### config.mk
export PLATFORM = sky130hd
export DESIGN_NAME = fcp_ctrl_end_flat
export DESIGN_NICKNAME = d
export VERILOG_FILES = /design/src/design/fcp_pkg.sv /design/src/design/fcp_link_if.sv /design/src/design/fcp_ctrl_end.sv /design/src/flat_wrapper.sv
export SDC_FILE = /design/constraint.sdc
export NUM_CORES = 1
export LEC_CHECK = 0
export ABC_CLOCK_PERIOD_IN_PS = 2700
export BUFFER_PORTS_ARGS = -buffer_cell sky130_fd_sc_hd__buf_2
export CAP_MARGIN = 15
export CORE_MARGIN = 8
export CORE_UTILIZATION = 44
export DETAILED_ROUTE_END_ITERATION = 8
export PLACE_DENSITY = 0.76
export SYNTH_ARGS = -nofsm -noshare
export SYNTH_HDL_FRONTEND = slang
export SYNTH_SLANG_ARGS = --single-unit
### constraint.sdc
create_clock -name core_clk_in -period 2.7 [get_ports core_clk_in]
set_clock_uncertainty 0.15 [all_clocks]
set_input_delay 0.675 -clock core_clk_in [delete_from_list [all_inputs] [get_ports core_clk_in]]
set_output_delay 0.675 -clock core_clk_in [all_outputs]
set_load 0.02 [all_outputs]
### src/design/fcp_pkg.sv
/*
 * shared constants and types for the fabric co-processor decode and response port
 * assumes both link ends and the register slave run on one clock
 */
package fcp_pkg;

    // ------------------------------------------------------------
    // widths
    // ------------------------------------------------------------
    localparam int WORD_W = 32;
    localparam int CRF_W  = 3;
    localparam int ADDR_W = 8;

    // ------------------------------------------------------------
    // register map of the controller end
    // ------------------------------------------------------------
    localparam logic [ADDR_W-1:0] REG_CTRL   = 8'h00;
    localparam logic [ADDR_W-1:0] REG_INSTR  = 8'h04;
    localparam logic [ADDR_W-1:0] REG_STATUS = 8'h08;
    localparam logic [ADDR_W-1:0] REG_RESULT = 8'h0c;
    localparam logic [ADDR_W-1:0] REG_ATTR   = 8'h10;

    localparam int CTRL_EN_BIT   = 0;
    localparam int CTRL_CDEC_BIT = 1;
    localparam logic [1:0] CTRL_RST = 2'h0;

    localparam int ST_BUSY_BIT  = 0;
    localparam int ST_RES_BIT   = 1;
    localparam int ST_ACK_BIT   = 2;
    localparam int ST_SLEEP_BIT = 3;
    localparam int ST_HOLD_BIT  = 4;

    // ------------------------------------------------------------
    // types
    // ------------------------------------------------------------
    typedef enum logic [1:0] {
        FCP_SZ_BYTE = 2'h0,
        FCP_SZ_HALF = 2'h1,
        FCP_SZ_WORD = 2'h2
    } fcp_size_t;

    // decode answer from the user logic behind the co-processor
    typedef struct packed {
        logic             autonomous;
        logic             writeback;
        logic             op_a;
        logic             op_b;
        logic             priv;
        logic             align;
        logic             ovf;
        logic             carry;
        logic             cr_upd;
        logic [CRF_W-1:0] cr_field;
        logic             load;
        logic             store;
        logic             upd;
        fcp_size_t        size;
    } fcp_dec_t;

    // attribute flags as they travel on the link
    typedef struct packed {
        logic             writeback;
        logic             op_a;
        logic             op_b;
        logic             priv;
        logic             align;
        logic             ovf;
        logic             carry;
        logic             cr_upd;
        logic [CRF_W-1:0] cr_field;
        logic             load;
        logic             store;
        logic             upd;
        logic             byte_sz;
        logic             half_sz;
        logic             word_sz;
    } fcp_attr_t;

    localparam int ATTR_W = $bits(fcp_attr_t);

    typedef enum logic [3:0] {
        FCP_CO_IDLE   = 4'h1,
        FCP_CO_DECODE = 4'h2,
        FCP_CO_ACK    = 4'h4,
        FCP_CO_EXEC   = 4'h8
    } fcp_co_state_t;

    typedef enum logic [3:0] {
        FCP_CT_IDLE  = 4'h1,
        FCP_CT_ISSUE = 4'h2,
        FCP_CT_WACK  = 4'h4,
        FCP_CT_WDONE = 4'h8
    } fcp_ct_state_t;

endpackage

### src/design/fcp_link_if.sv
/*
 * link between the auxiliary-unit controller and the fabric co-processor
 * assumes both ends are clocked by the same co-processor clock
 */
`timescale 1ns/1ps
interface fcp_link_if;
    logic        instruction_valid_strobe;
    logic [0:31] instruction_word;
    logic        ctrl_decoded_flag;
    logic        decode_acknowledge;
    logic        decode_busy_hold;
    logic        execution_complete;
    logic        sleep_inhibit;
    logic [0:31] coproc_result_bus;
    logic        writeback_flag;
    logic        operand_a_needed;
    logic        operand_b_needed;
    logic        privileged_only_flag;
    logic        force_word_align_flag;
    logic        overflow_return_flag;
    logic        carry_return_flag;
    logic        condition_update_flag;
    logic [0:2]  condition_field_select;
    logic        load_flag;
    logic        store_flag;
    logic        address_update_flag;
    logic        byte_size_flag;
    logic        halfword_size_flag;
    logic        word_size_flag;

    modport ctrl_mp (
        output instruction_valid_strobe, instruction_word, ctrl_decoded_flag,
        input  decode_acknowledge, decode_busy_hold, execution_complete, sleep_inhibit,
        input  coproc_result_bus, writeback_flag, operand_a_needed, operand_b_needed,
        input  privileged_only_flag, force_word_align_flag, overflow_return_flag,
        input  carry_return_flag, condition_update_flag, condition_field_select,
        input  load_flag, store_flag, address_update_flag, byte_size_flag,
        input  halfword_size_flag, word_size_flag
    );

    modport cop_mp (
        input  instruction_valid_strobe, instruction_word, ctrl_decoded_flag,
        output decode_acknowledge, decode_busy_hold, execution_complete, sleep_inhibit,
        output coproc_result_bus, writeback_flag, operand_a_needed, operand_b_needed,
        output privileged_only_flag, force_word_align_flag, overflow_return_flag,
        output carry_return_flag, condition_update_flag, condition_field_select,
        output load_flag, store_flag, address_update_flag, byte_size_flag,
        output halfword_size_flag, word_size_flag
    );
endinterface

### src/design/fcp_ctrl_end.sv
/*
 * controller end of the co-processor link with an apb register slave
 * assumes the co-processor end shares core_clk_in, so link inputs need no synchroniser
 */
`timescale 1ns/1ps
module fcp_ctrl_end (
    input  wire logic                       core_clk_in,
    input  wire logic                       reset_in,
    input  wire logic                       ce_in,
    input  wire logic                       psel_in,
    input  wire logic                       penable_in,
    input  wire logic                       pwrite_in,
    input  wire logic [fcp_pkg::ADDR_W-1:0] paddr_in,
    input  wire logic [fcp_pkg::WORD_W-1:0] pwdata_in,
    output logic      [fcp_pkg::WORD_W-1:0] prdata_out,
    output logic                            pready_out,
    output logic                            pslverr_out,
    fcp_link_if.ctrl_mp                     link,
    output logic      [fcp_pkg::WORD_W-1:0] core_result_out,
    output logic                            core_result_valid_out,
    output logic                            core_sleep_block_out
);
    import fcp_pkg::*;

    // ------------------------------------------------------------
    // state
    // ------------------------------------------------------------
    fcp_ct_state_t      state_q;
    logic [1:0]         ctrl_q;
    logic [WORD_W-1:0]  word_q;
    logic [WORD_W-1:0]  result_q;
    logic [WORD_W-1:0]  prdata_q;
    fcp_attr_t          attr_q;
    logic               cdec_q;
    logic               hold_q;
    logic               res_valid_q;
    logic               ack_seen_q;
    logic               core_valid_q;

    // ------------------------------------------------------------
    // apb decode
    // ------------------------------------------------------------
    wire acc     = psel_in & penable_in;
    wire hit     = paddr_in == REG_CTRL || paddr_in == REG_INSTR || paddr_in == REG_STATUS
                || paddr_in == REG_RESULT || paddr_in == REG_ATTR;
    wire wr      = acc & pwrite_in & hit;
    wire wr_ctrl = wr & (paddr_in == REG_CTRL);
    wire wr_ins  = wr & (paddr_in == REG_INSTR);
    wire wr_st   = wr & (paddr_in == REG_STATUS);
    wire idle    = state_q == FCP_CT_IDLE;
    wire issue   = wr_ins & idle & ctrl_q[CTRL_EN_BIT];
    wire done    = (state_q == FCP_CT_WDONE) & link.execution_complete;
    // an autonomous instruction completes without write-back, so no result is taken
    wire take    = done & (cdec_q | attr_q.writeback);
    wire res_clr = wr_st & pwdata_in[ST_RES_BIT];

    wire [WORD_W-1:0] status = {27'h0, hold_q, link.sleep_inhibit, ack_seen_q,
                                res_valid_q, ~idle};
    wire [WORD_W-1:0] rd_mux =
        (paddr_in == REG_CTRL)   ? {30'h0, ctrl_q} :
        (paddr_in == REG_INSTR)  ? word_q :
        (paddr_in == REG_STATUS) ? status :
        (paddr_in == REG_RESULT) ? result_q :
        (paddr_in == REG_ATTR)   ? {15'h0, attr_q} : 32'h0;

    wire fcp_attr_t link_attr = '{
        writeback: link.writeback_flag,        op_a:    link.operand_a_needed,
        op_b:      link.operand_b_needed,      priv:    link.privileged_only_flag,
        align:     link.force_word_align_flag, ovf:     link.overflow_return_flag,
        carry:     link.carry_return_flag,     cr_upd:  link.condition_update_flag,
        cr_field:  link.condition_field_select, load:   link.load_flag,
        store:     link.store_flag,            upd:     link.address_update_flag,
        byte_sz:   link.byte_size_flag,        half_sz: link.halfword_size_flag,
        word_sz:   link.word_size_flag};

    // ------------------------------------------------------------
    // sequencer
    // ------------------------------------------------------------
    always_ff @(posedge core_clk_in) begin
        if (reset_in) begin
            state_q <= FCP_CT_IDLE;
            cdec_q  <= 1'b0;
            hold_q  <= 1'b0;
        end else if (ce_in) begin
            case (state_q)
                FCP_CT_IDLE: begin
                    if (issue) begin
                        cdec_q  <= ctrl_q[CTRL_CDEC_BIT];
                        state_q <= FCP_CT_ISSUE;
                    end
                end
                FCP_CT_ISSUE: begin
                    hold_q  <= link.decode_busy_hold;
                    state_q <= cdec_q ? FCP_CT_WDONE : FCP_CT_WACK;
                end
                FCP_CT_WACK: begin
                    if (!link.decode_busy_hold) begin
                        hold_q <= 1'b0;
                    end
                    if (link.decode_acknowledge) begin
                        state_q <= FCP_CT_WDONE;
                    end
                end
                FCP_CT_WDONE: begin
                    hold_q <= 1'b0;
                    if (link.execution_complete) begin
                        state_q <= FCP_CT_IDLE;
                    end
                end
                default: state_q <= FCP_CT_IDLE;
            endcase
        end
    end

    // ------------------------------------------------------------
    // registers
    // ------------------------------------------------------------
    always_ff @(posedge core_clk_in) begin
        if (reset_in) begin
            ctrl_q       <= CTRL_RST;
            word_q       <= '0;
            result_q     <= '0;
            attr_q       <= '0;
            prdata_q     <= '0;
            res_valid_q  <= 1'b0;
            ack_seen_q   <= 1'b0;
            core_valid_q <= 1'b0;
        end else if (ce_in) begin
            if (wr_ctrl) begin
                ctrl_q <= pwdata_in[1:0];
            end
            if (issue) begin
                word_q <= pwdata_in;
            end
            if ((state_q == FCP_CT_WACK) & link.decode_acknowledge) begin
                attr_q <= link_attr;
            end
            if (take) begin
                result_q <= link.coproc_result_bus;
            end
            res_valid_q  <= take | (res_valid_q & ~res_clr);
            ack_seen_q   <= (state_q == FCP_CT_WACK & link.decode_acknowledge)
                          | (ack_seen_q & ~issue);
            core_valid_q <= take;
            if (psel_in & ~penable_in) begin
                prdata_q <= rd_mux;
            end
        end
    end

    // ------------------------------------------------------------
    // outputs
    // ------------------------------------------------------------
    // word valid only when presented
    assign link.instruction_word = (state_q == FCP_CT_ISSUE | hold_q) ? word_q : 32'h0;
    assign link.instruction_valid_strobe = state_q == FCP_CT_ISSUE;
    assign link.ctrl_decoded_flag        = (state_q == FCP_CT_ISSUE) & cdec_q;

    assign prdata_out            = prdata_q;
    assign pready_out            = 1'b1;
    assign pslverr_out           = acc & ~hit;
    assign core_result_out       = result_q;
    assign core_result_valid_out = core_valid_q;
    assign core_sleep_block_out  = link.sleep_inhibit;
endmodule

### src/flat_wrapper.sv
// flat-port wrapper written by rule: the top's interface ports become plain ports
module fcp_ctrl_end_flat import fcp_pkg::*;
  (core_clk_in, reset_in, ce_in, psel_in, penable_in, pwrite_in, paddr_in, pwdata_in, prdata_out, pready_out, pslverr_out, core_result_out, core_result_valid_out, core_sleep_block_out, link_instruction_valid_strobe, link_instruction_word, link_ctrl_decoded_flag, link_decode_acknowledge, link_decode_busy_hold, link_execution_complete, link_sleep_inhibit, link_coproc_result_bus, link_writeback_flag, link_operand_a_needed, link_operand_b_needed, link_privileged_only_flag, link_force_word_align_flag, link_overflow_return_flag, link_carry_return_flag, link_condition_update_flag, link_condition_field_select, link_load_flag, link_store_flag, link_address_update_flag, link_byte_size_flag, link_halfword_size_flag, link_word_size_flag);
  fcp_link_if link_i ();
  input  wire logic core_clk_in;
  input  wire logic reset_in;
  input  wire logic ce_in;
  input  wire logic psel_in;
  input  wire logic penable_in;
  input  wire logic pwrite_in;
  input  wire logic [fcp_pkg::ADDR_W-1:0] paddr_in;
  input  wire logic [fcp_pkg::WORD_W-1:0] pwdata_in;
  output logic      [fcp_pkg::WORD_W-1:0] prdata_out;
  output logic pready_out;
  output logic pslverr_out;
  output logic      [fcp_pkg::WORD_W-1:0] core_result_out;
  output logic core_result_valid_out;
  output logic core_sleep_block_out;
  output wire logic [$bits(link_i.instruction_valid_strobe)-1:0] link_instruction_valid_strobe;
  output wire logic [$bits(link_i.instruction_word)-1:0] link_instruction_word;
  output wire logic [$bits(link_i.ctrl_decoded_flag)-1:0] link_ctrl_decoded_flag;
  input wire logic [$bits(link_i.decode_acknowledge)-1:0] link_decode_acknowledge;
  input wire logic [$bits(link_i.decode_busy_hold)-1:0] link_decode_busy_hold;
  input wire logic [$bits(link_i.execution_complete)-1:0] link_execution_complete;
  input wire logic [$bits(link_i.sleep_inhibit)-1:0] link_sleep_inhibit;
  input wire logic [$bits(link_i.coproc_result_bus)-1:0] link_coproc_result_bus;
  input wire logic [$bits(link_i.writeback_flag)-1:0] link_writeback_flag;
  input wire logic [$bits(link_i.operand_a_needed)-1:0] link_operand_a_needed;
  input wire logic [$bits(link_i.operand_b_needed)-1:0] link_operand_b_needed;
  input wire logic [$bits(link_i.privileged_only_flag)-1:0] link_privileged_only_flag;
  input wire logic [$bits(link_i.force_word_align_flag)-1:0] link_force_word_align_flag;
  input wire logic [$bits(link_i.overflow_return_flag)-1:0] link_overflow_return_flag;
  input wire logic [$bits(link_i.carry_return_flag)-1:0] link_carry_return_flag;
  input wire logic [$bits(link_i.condition_update_flag)-1:0] link_condition_update_flag;
  input wire logic [$bits(link_i.condition_field_select)-1:0] link_condition_field_select;
  input wire logic [$bits(link_i.load_flag)-1:0] link_load_flag;
  input wire logic [$bits(link_i.store_flag)-1:0] link_store_flag;
  input wire logic [$bits(link_i.address_update_flag)-1:0] link_address_update_flag;
  input wire logic [$bits(link_i.byte_size_flag)-1:0] link_byte_size_flag;
  input wire logic [$bits(link_i.halfword_size_flag)-1:0] link_halfword_size_flag;
  input wire logic [$bits(link_i.word_size_flag)-1:0] link_word_size_flag;
  assign link_instruction_valid_strobe = link_i.instruction_valid_strobe;
  assign link_instruction_word = link_i.instruction_word;
  assign link_ctrl_decoded_flag = link_i.ctrl_decoded_flag;
  assign link_i.decode_acknowledge = link_decode_acknowledge;
  assign link_i.decode_busy_hold = link_decode_busy_hold;
  assign link_i.execution_complete = link_execution_complete;
  assign link_i.sleep_inhibit = link_sleep_inhibit;
  assign link_i.coproc_result_bus = link_coproc_result_bus;
  assign link_i.writeback_flag = link_writeback_flag;
  assign link_i.operand_a_needed = link_operand_a_needed;
  assign link_i.operand_b_needed = link_operand_b_needed;
  assign link_i.privileged_only_flag = link_privileged_only_flag;
  assign link_i.force_word_align_flag = link_force_word_align_flag;
  assign link_i.overflow_return_flag = link_overflow_return_flag;
  assign link_i.carry_return_flag = link_carry_return_flag;
  assign link_i.condition_update_flag = link_condition_update_flag;
  assign link_i.condition_field_select = link_condition_field_select;
  assign link_i.load_flag = link_load_flag;
  assign link_i.store_flag = link_store_flag;
  assign link_i.address_update_flag = link_address_update_flag;
  assign link_i.byte_size_flag = link_byte_size_flag;
  assign link_i.halfword_size_flag = link_halfword_size_flag;
  assign link_i.word_size_flag = link_word_size_flag;
  fcp_ctrl_end u_core (.core_clk_in(core_clk_in), .reset_in(reset_in), .ce_in(ce_in), .psel_in(psel_in), .penable_in(penable_in), .pwrite_in(pwrite_in), .paddr_in(paddr_in), .pwdata_in(pwdata_in), .prdata_out(prdata_out), .pready_out(pready_out), .pslverr_out(pslverr_out), .link(link_i), .core_result_out(core_result_out), .core_result_valid_out(core_result_valid_out), .core_sleep_block_out(core_sleep_block_out));
endmodule
Yosys cells after proc, flatten, opt, wreduce, memory -nomap -nowiden --
Index checks and enable logic that the tools add are counted.
Word-level totals: output and inout port bits 102, flip-flop bits (word level) 124, word-level logic and storage cells 90, input bits 99
Cells by class: reduce and logical (&&, ||, !) cells 14, bitwise gates (word level) 26, equal/unequal tests 12, multiplexer cells 13
Operators by type and width (number):
- 32-bit 2-to-1 mux | 5
- 1-bit AND | 17
- 17-bit 2-to-1 mux | 1
- 8-bit by 4-bit == test with 1-bit output, second input constant | 2
- 4-bit 2-to-1 mux | 4
- 4-bit case mux with 4 select lines | 1
- 2-bit AND reduction | 5
- 8-bit by 3-bit == test with 1-bit output, second input constant | 1
- 8-bit by 5-bit == test with 1-bit output, second input constant | 1
- 8-bit zero test | 1
- 2-bit inequality test, second input constant | 4
- 3-bit AND reduction | 2
- 1-bit inverter | 5
- 4-bit by 1-bit == test with 1-bit output, second input constant | 1
- 4-bit by 2-bit == test with 1-bit output, second input constant | 1
- 4-bit by 3-bit == test with 1-bit output, second input constant | 1
- 4-bit == test, second input constant | 1
- 1-bit logical OR | 4
- 1-bit OR | 4
- 4-bit AND reduction | 1
- 1-bit case mux with 3 select lines | 1
- 3-bit nonzero test | 1
- 1-bit 2-to-1 mux | 1

Depth between registers and ports, before layout --
word-level depth 12, gate-level depth with buffers 8, gate-level depth less buffers 5

Least setup slack after synthesis --
Ideal clock, no wire load.
path kind reg-to-output, start point reg u_core.state_q[3], end point out link_instruction_word[10], data required time 1.875 ns, cell stages (with the launch flop) 5, path slack -0.416 ns, buffers on the path 1, arrival 2.291 ns, cells stage by stage dfxtp_1 nor4b_1 nor2_1 clkbuf_1 nor2b_1
On the way: word-level cells in the longest chain between the ends 3
RTL lines:
- from (decl) | RTL line fcp_ctrl_end.sv:28 | fcp_ct_state_t state_q;
- from (signal assigned) | RTL line fcp_ctrl_end.sv:94 | state_q <= cdec_q ? FCP_CT_WDONE : FCP_CT_WACK;
- 4-bit by 2-bit == test with 1-bit output
- net link_instruction_valid_strobe | RTL line flat_wrapper.sv:19 | output wire logic [$bits(link_i.instruction_valid_strobe)-1:0] link_instruction_valid_strobe;
- 1-bit OR | RTL line fcp_ctrl_end.sv:155 | assign link.instruction_word = (state_q == FCP_CT_ISSUE | hold_q) ? word_q : 32'h0;
- 32-bit 2-to-1 mux | RTL line fcp_ctrl_end.sv:155
- to (decl) | RTL line flat_wrapper.sv:20 | output wire logic [$bits(link_i.instruction_word)-1:0] link_instruction_word;
The timed path passes the listed nets, and every way through them passes these cells.

Worst setup path after layout --
start point in paddr_in[0] (netlist bit), end point out pslverr_out
On the way: word-level cells in the longest chain between the ends 7
RTL lines:
- from (decl) | RTL line flat_wrapper.sv:11 | input wire logic [fcp_pkg::ADDR_W-1:0] paddr_in;
- 8-bit by 3-bit == test with 1-bit output or 8-bit zero test (tied branches) | RTL line fcp_ctrl_end.sv:44 | wire hit = paddr_in == REG_CTRL || paddr_in == REG_INSTR || paddr_in == REG_STATUS
- 1-bit logical OR (2 in a row) | RTL line fcp_ctrl_end.sv:44
- 1-bit logical OR | RTL line fcp_ctrl_end.sv:45 | || paddr_in == REG_RESULT || paddr_in == REG_ATTR;
- 1-bit logical OR (*) | RTL line fcp_ctrl_end.sv:45
- 1-bit inverter (*) | RTL line fcp_ctrl_end.sv:161 | assign pslverr_out = acc & ~hit;
- 1-bit AND (*) | RTL line fcp_ctrl_end.sv:161
- to (decl) | RTL line flat_wrapper.sv:15 | output logic pslverr_out;
Mark *: on every way between the ends. The rest lies on a longest branch, timed or not.

==> flow_metrics.env <==
export IMPL_status="complete, but fails checks"
export IMPL_violations="negative setup slack"
export IMPL_slew_viol_final=0
export IMPL_end_kind="output port"
export IMPL_sequentialPowerShare=0.425
export IMPL_crit_type="input pin to output port"
export IMPL_synthCells=652
export IMPL_dr_pass1_iters=5
export IMPL_total_power_mw=4.334
export IMPL_cts_max_path_buffers=2
export IMPL_area_growth_pct=35.81
export IMPL_die_area_mm2=0.01571
export IMPL_drive_above_1_share=0.3295
export IMPL_mappedNetlistArea_mm2=0.005259
export IMPL_pwr_share_clk=0.528
export IMPL_fin_ws_ns=-0.01854
export IMPL_first_iter_violations=479
export IMPL_core_region_area_mm2=0.01186
export IMPL_preCtsSetupSlack_ns=-0.1093
export IMPL_finalHoldViolCount=0
export IMPL_io_buffers=199
export IMPL_cts_htree_levels=4
export IMPL_cts_root_buf="clkbuf_16"
export IMPL_post_route_util=0.6021
export IMPL_critPathLaunchType="input pin"
export IMPL_fin_crit_sh=1.007
export IMPL_peakVddDrop_uv=359.2
export IMPL_timing_rr_end="u_core.state_q[2]"
export IMPL_grt_pass1_vias=5290
export IMPL_worstMarginPinSlew_ns=0.6970
export IMPL_grt_pass1_wl_um=27700
export IMPL_finalWirelength_um=17530
export IMPL_route_detailed_wl_per_inst_um=17.30
export IMPL_switchingPower_mw=0.8900
export IMPL_place_gp_congestion=0.8429
export IMPL_yosys_cell_count_top_type="nand2_1"
export IMPL_drc=0
export IMPL_seq_area_frac_synth=0.4720
export IMPL_intPower_mw=3.444
export IMPL_ys_flop_type="dfxtp_1"
export IMPL_avgSynthCellArea_um2=8.066
export IMPL_rsz0062_at_grt="yes"
export IMPL_cts_clk_slew_worst_paths_ns=0.05
export IMPL_synth_edff_count=0
export IMPL_r2r_start="u_core.state_q[3]"
export IMPL_cts_hold_buf=0
export IMPL_antenna_left=0
export IMPL_min_from="u_core.attr_q[6]"
export IMPL_clk_insertion_delay_late_ns=0.41
export IMPL_tritoncts="yes"
export IMPL_critical_path_arrival_ns=1.89
export IMPL_yosysTopAreaCell="dfxtp_1"
export IMPL_viasPerCell=5.245
export IMPL_io_pins=201
export IMPL_grt_max_degree=50
export IMPL_hold_end="u_core.attr_q[6]"
export IMPL_finalSetupViolations=1
export IMPL_fin_crit_ns=2.719
export IMPL_swShare=0.2054
export IMPL_clock_sinks=124
export IMPL_slew_headroom=0.5336
export IMPL_nets=952
export IMPL_yosys_warnings=0
export IMPL_yosysUniqueCellTypes=46
export IMPL_grt_usage=0.2195
export IMPL_power_density_mw_per_mm2=606.9
export IMPL_ys_seq_elements=124
export IMPL_vias=5313
export IMPL_power_leakage_nw=3.026
export IMPL_r2r_setup_slack_ns=0.58
export IMPL_antenna_found_initial=1
export IMPL_comb_power_share=0.047
export IMPL_grt_ovfl_total=0
export IMPL_synth_top_area_frac=0.4720
export IMPL_die_height_um=125.3
export IMPL_die_x_um=125.3
export IMPL_dp_hpwl_um=12510
export IMPL_synth_common_cells="nand2_1 (184), dfxtp_1 (124), a21oi_1 (96), clkbuf_1 (40), nor2b_1 (37)"
export IMPL_synth_area_top_cells="dfxtp_1 (47%), nand2_1 (13%), a21oi_1 (9.1%)"
export IMPL_fillers=1040
export IMPL_r2r_cells=6
export IMPL_cap_violations=0
export IMPL_initial_core_util=0.4434
export IMPL_synth_async_reset_ratio=0
export IMPL_cts_buffers=17
export IMPL_hold_class="flip-flop to flip-flop"
export IMPL_cp_max_fo=2
export IMPL_cp_required_ns=1.88
export IMPL_num_rows=40
export IMPL_hold_path_depth=2
export IMPL_syn_nets=751
export IMPL_max_freq_ghz=0.3678
## routing by layer
layer  global-route usage  up-vias  wire (um)
met4              0.08596        0        365
met1               0.2663     2456       7616
li1                     -     2617          -
met5                    0        -          0
met2               0.3618      211       8271
met3              0.06035       29       1275
## worst max path at each step
stage           startpoint          end  cells after the start
2_1_floorplan  paddr_in[5]  pslverr_out                      4
3_3_place_gp   paddr_in[5]  pslverr_out                      6
3_5_place_dp   paddr_in[5]  pslverr_out                      6
4_1_cts        paddr_in[0]  pslverr_out                      6
5_1_grt        paddr_in[0]  pslverr_out                      6
6_report       paddr_in[0]  pslverr_out                      6
## cell type report
type | count | area, um^2 | area share
diodes | 1 | 2.502 | 0.0003504
clock buffers | 25 | 485.5 | 0.06797
clock inverters | 6 | 110.1 | 0.01542
inverters | 2 | 7.507 | 0.001051
multi-input cells | 477 | 2592 | 0.3630
flip-flops and latches | 124 | 2484 | 0.3478
well taps | 147 | 183.9 | 0.02575
repair buffers | 231 | 1276 | 0.1787
## cells in the final DEF, fill, tap and decap left out, types with 2 or more instances in the layout
cell type | synthesis | final
buf_4 | 6 | 31
a32o_1 | 3 | 3
buf_2 | 2 | 196
o22ai_1 | 5 | 5
dfxtp_1 | 124 | 123
nand3_1 | 6 | 6
clkbuf_1 | 40 | 5
mux2i_1 | 12 | 12
inv_1 | 2 | 2
a21oi_1 | 96 | 96
nand3b_1 | 2 | 2
nand2b_1 | 6 | 6
nand2_1 | 184 | 184
and3_1 | 7 | 7
a22o_1 | 7 | 7
buf_6 | 0 | 2
nor2b_1 | 37 | 36
buf_12 | 0 | 2
o21ai_0 | 16 | 16
a22oi_1 | 20 | 20
a221oi_1 | 2 | 2
mux2_2 | 15 | 15
clkbuf_8 | 0 | 3
nor2_1 | 28 | 27
clkinvlp_4 | 0 | 2
clkbuf_16 | 0 | 17
o311a_1 | 2 | 2
nor3_2 | 2 | 3
bufinv_16 | 0 | 3
and2_1 | 2 | 2
nor3_1 | 4 | 3
## repair_timing
| item | CTS | global route |
|---|---|---|
| setup endpoints to repair | 1 | 30 |
| pin swaps | 3 | 1 |
| resized for setup | 3 | 3 |
| setup buffers | 2 | 0 |
## critical path, stage by stage
cell and delay (ns):
buf_6 0.09, or4_4 0.53, or2_4 0.26, nor2b_4 0.13, nor3_2 0.05, buf_4 0.16
## per-stage QoR
step                      TNS (ns)  hold slack, ns  area [um^2]  std cells
after floorplan                  0          0.2858         5278        652
after global placement     -0.1038          0.2954         6504        979
after detailed placement   -0.6113          0.2981         6504        979
after CTS                 -0.03443          0.3054         7126       1012
after global routing      -0.03909          0.3257         7142       1013
final                     -0.01854          0.3047         7142       1013
## cells by family (layout without fill, tap and decap cells)
kind of cell,count (synthesis),after routing,share of synthesized area
AOI/OAI and AO/OA,158,158,0.1780
buffers and inverters,51,264,0.04116
DFF,124,124,0.4720
muxes,27,27,0.05496
other,1,2,0.0007131
and+or+nand+nor,291,291,0.2532
## power groups by stage
stage | clock network, mW | logic (mW) | registers [mW]
floorplan | 0 | 0.0927 | 1.88
global placement | 0 | 0.200 | 1.88
detailed placement | 0 | 0.200 | 1.88
CTS | 2.31 | 0.203 | 1.84
global route | 2.41 | 0.220 | 1.84
finish | 2.29 | 0.206 | 1.84
## state kept, by name, indices dropped and copies added, names as in the netlist
signal,cells
u_core.core_result_out,32
u_core.prdata_out,32
u_core.word_q,32
u_core.attr_q,17
u_core.state_q,4
u_core.ctrl_q,2
u_core.ack_seen_q,1
u_core.cdec_q,1
u_core.core_result_valid_out,1
u_core.hold_q,1
u_core.res_valid_q,1
(Power assumes the default switching activity.)
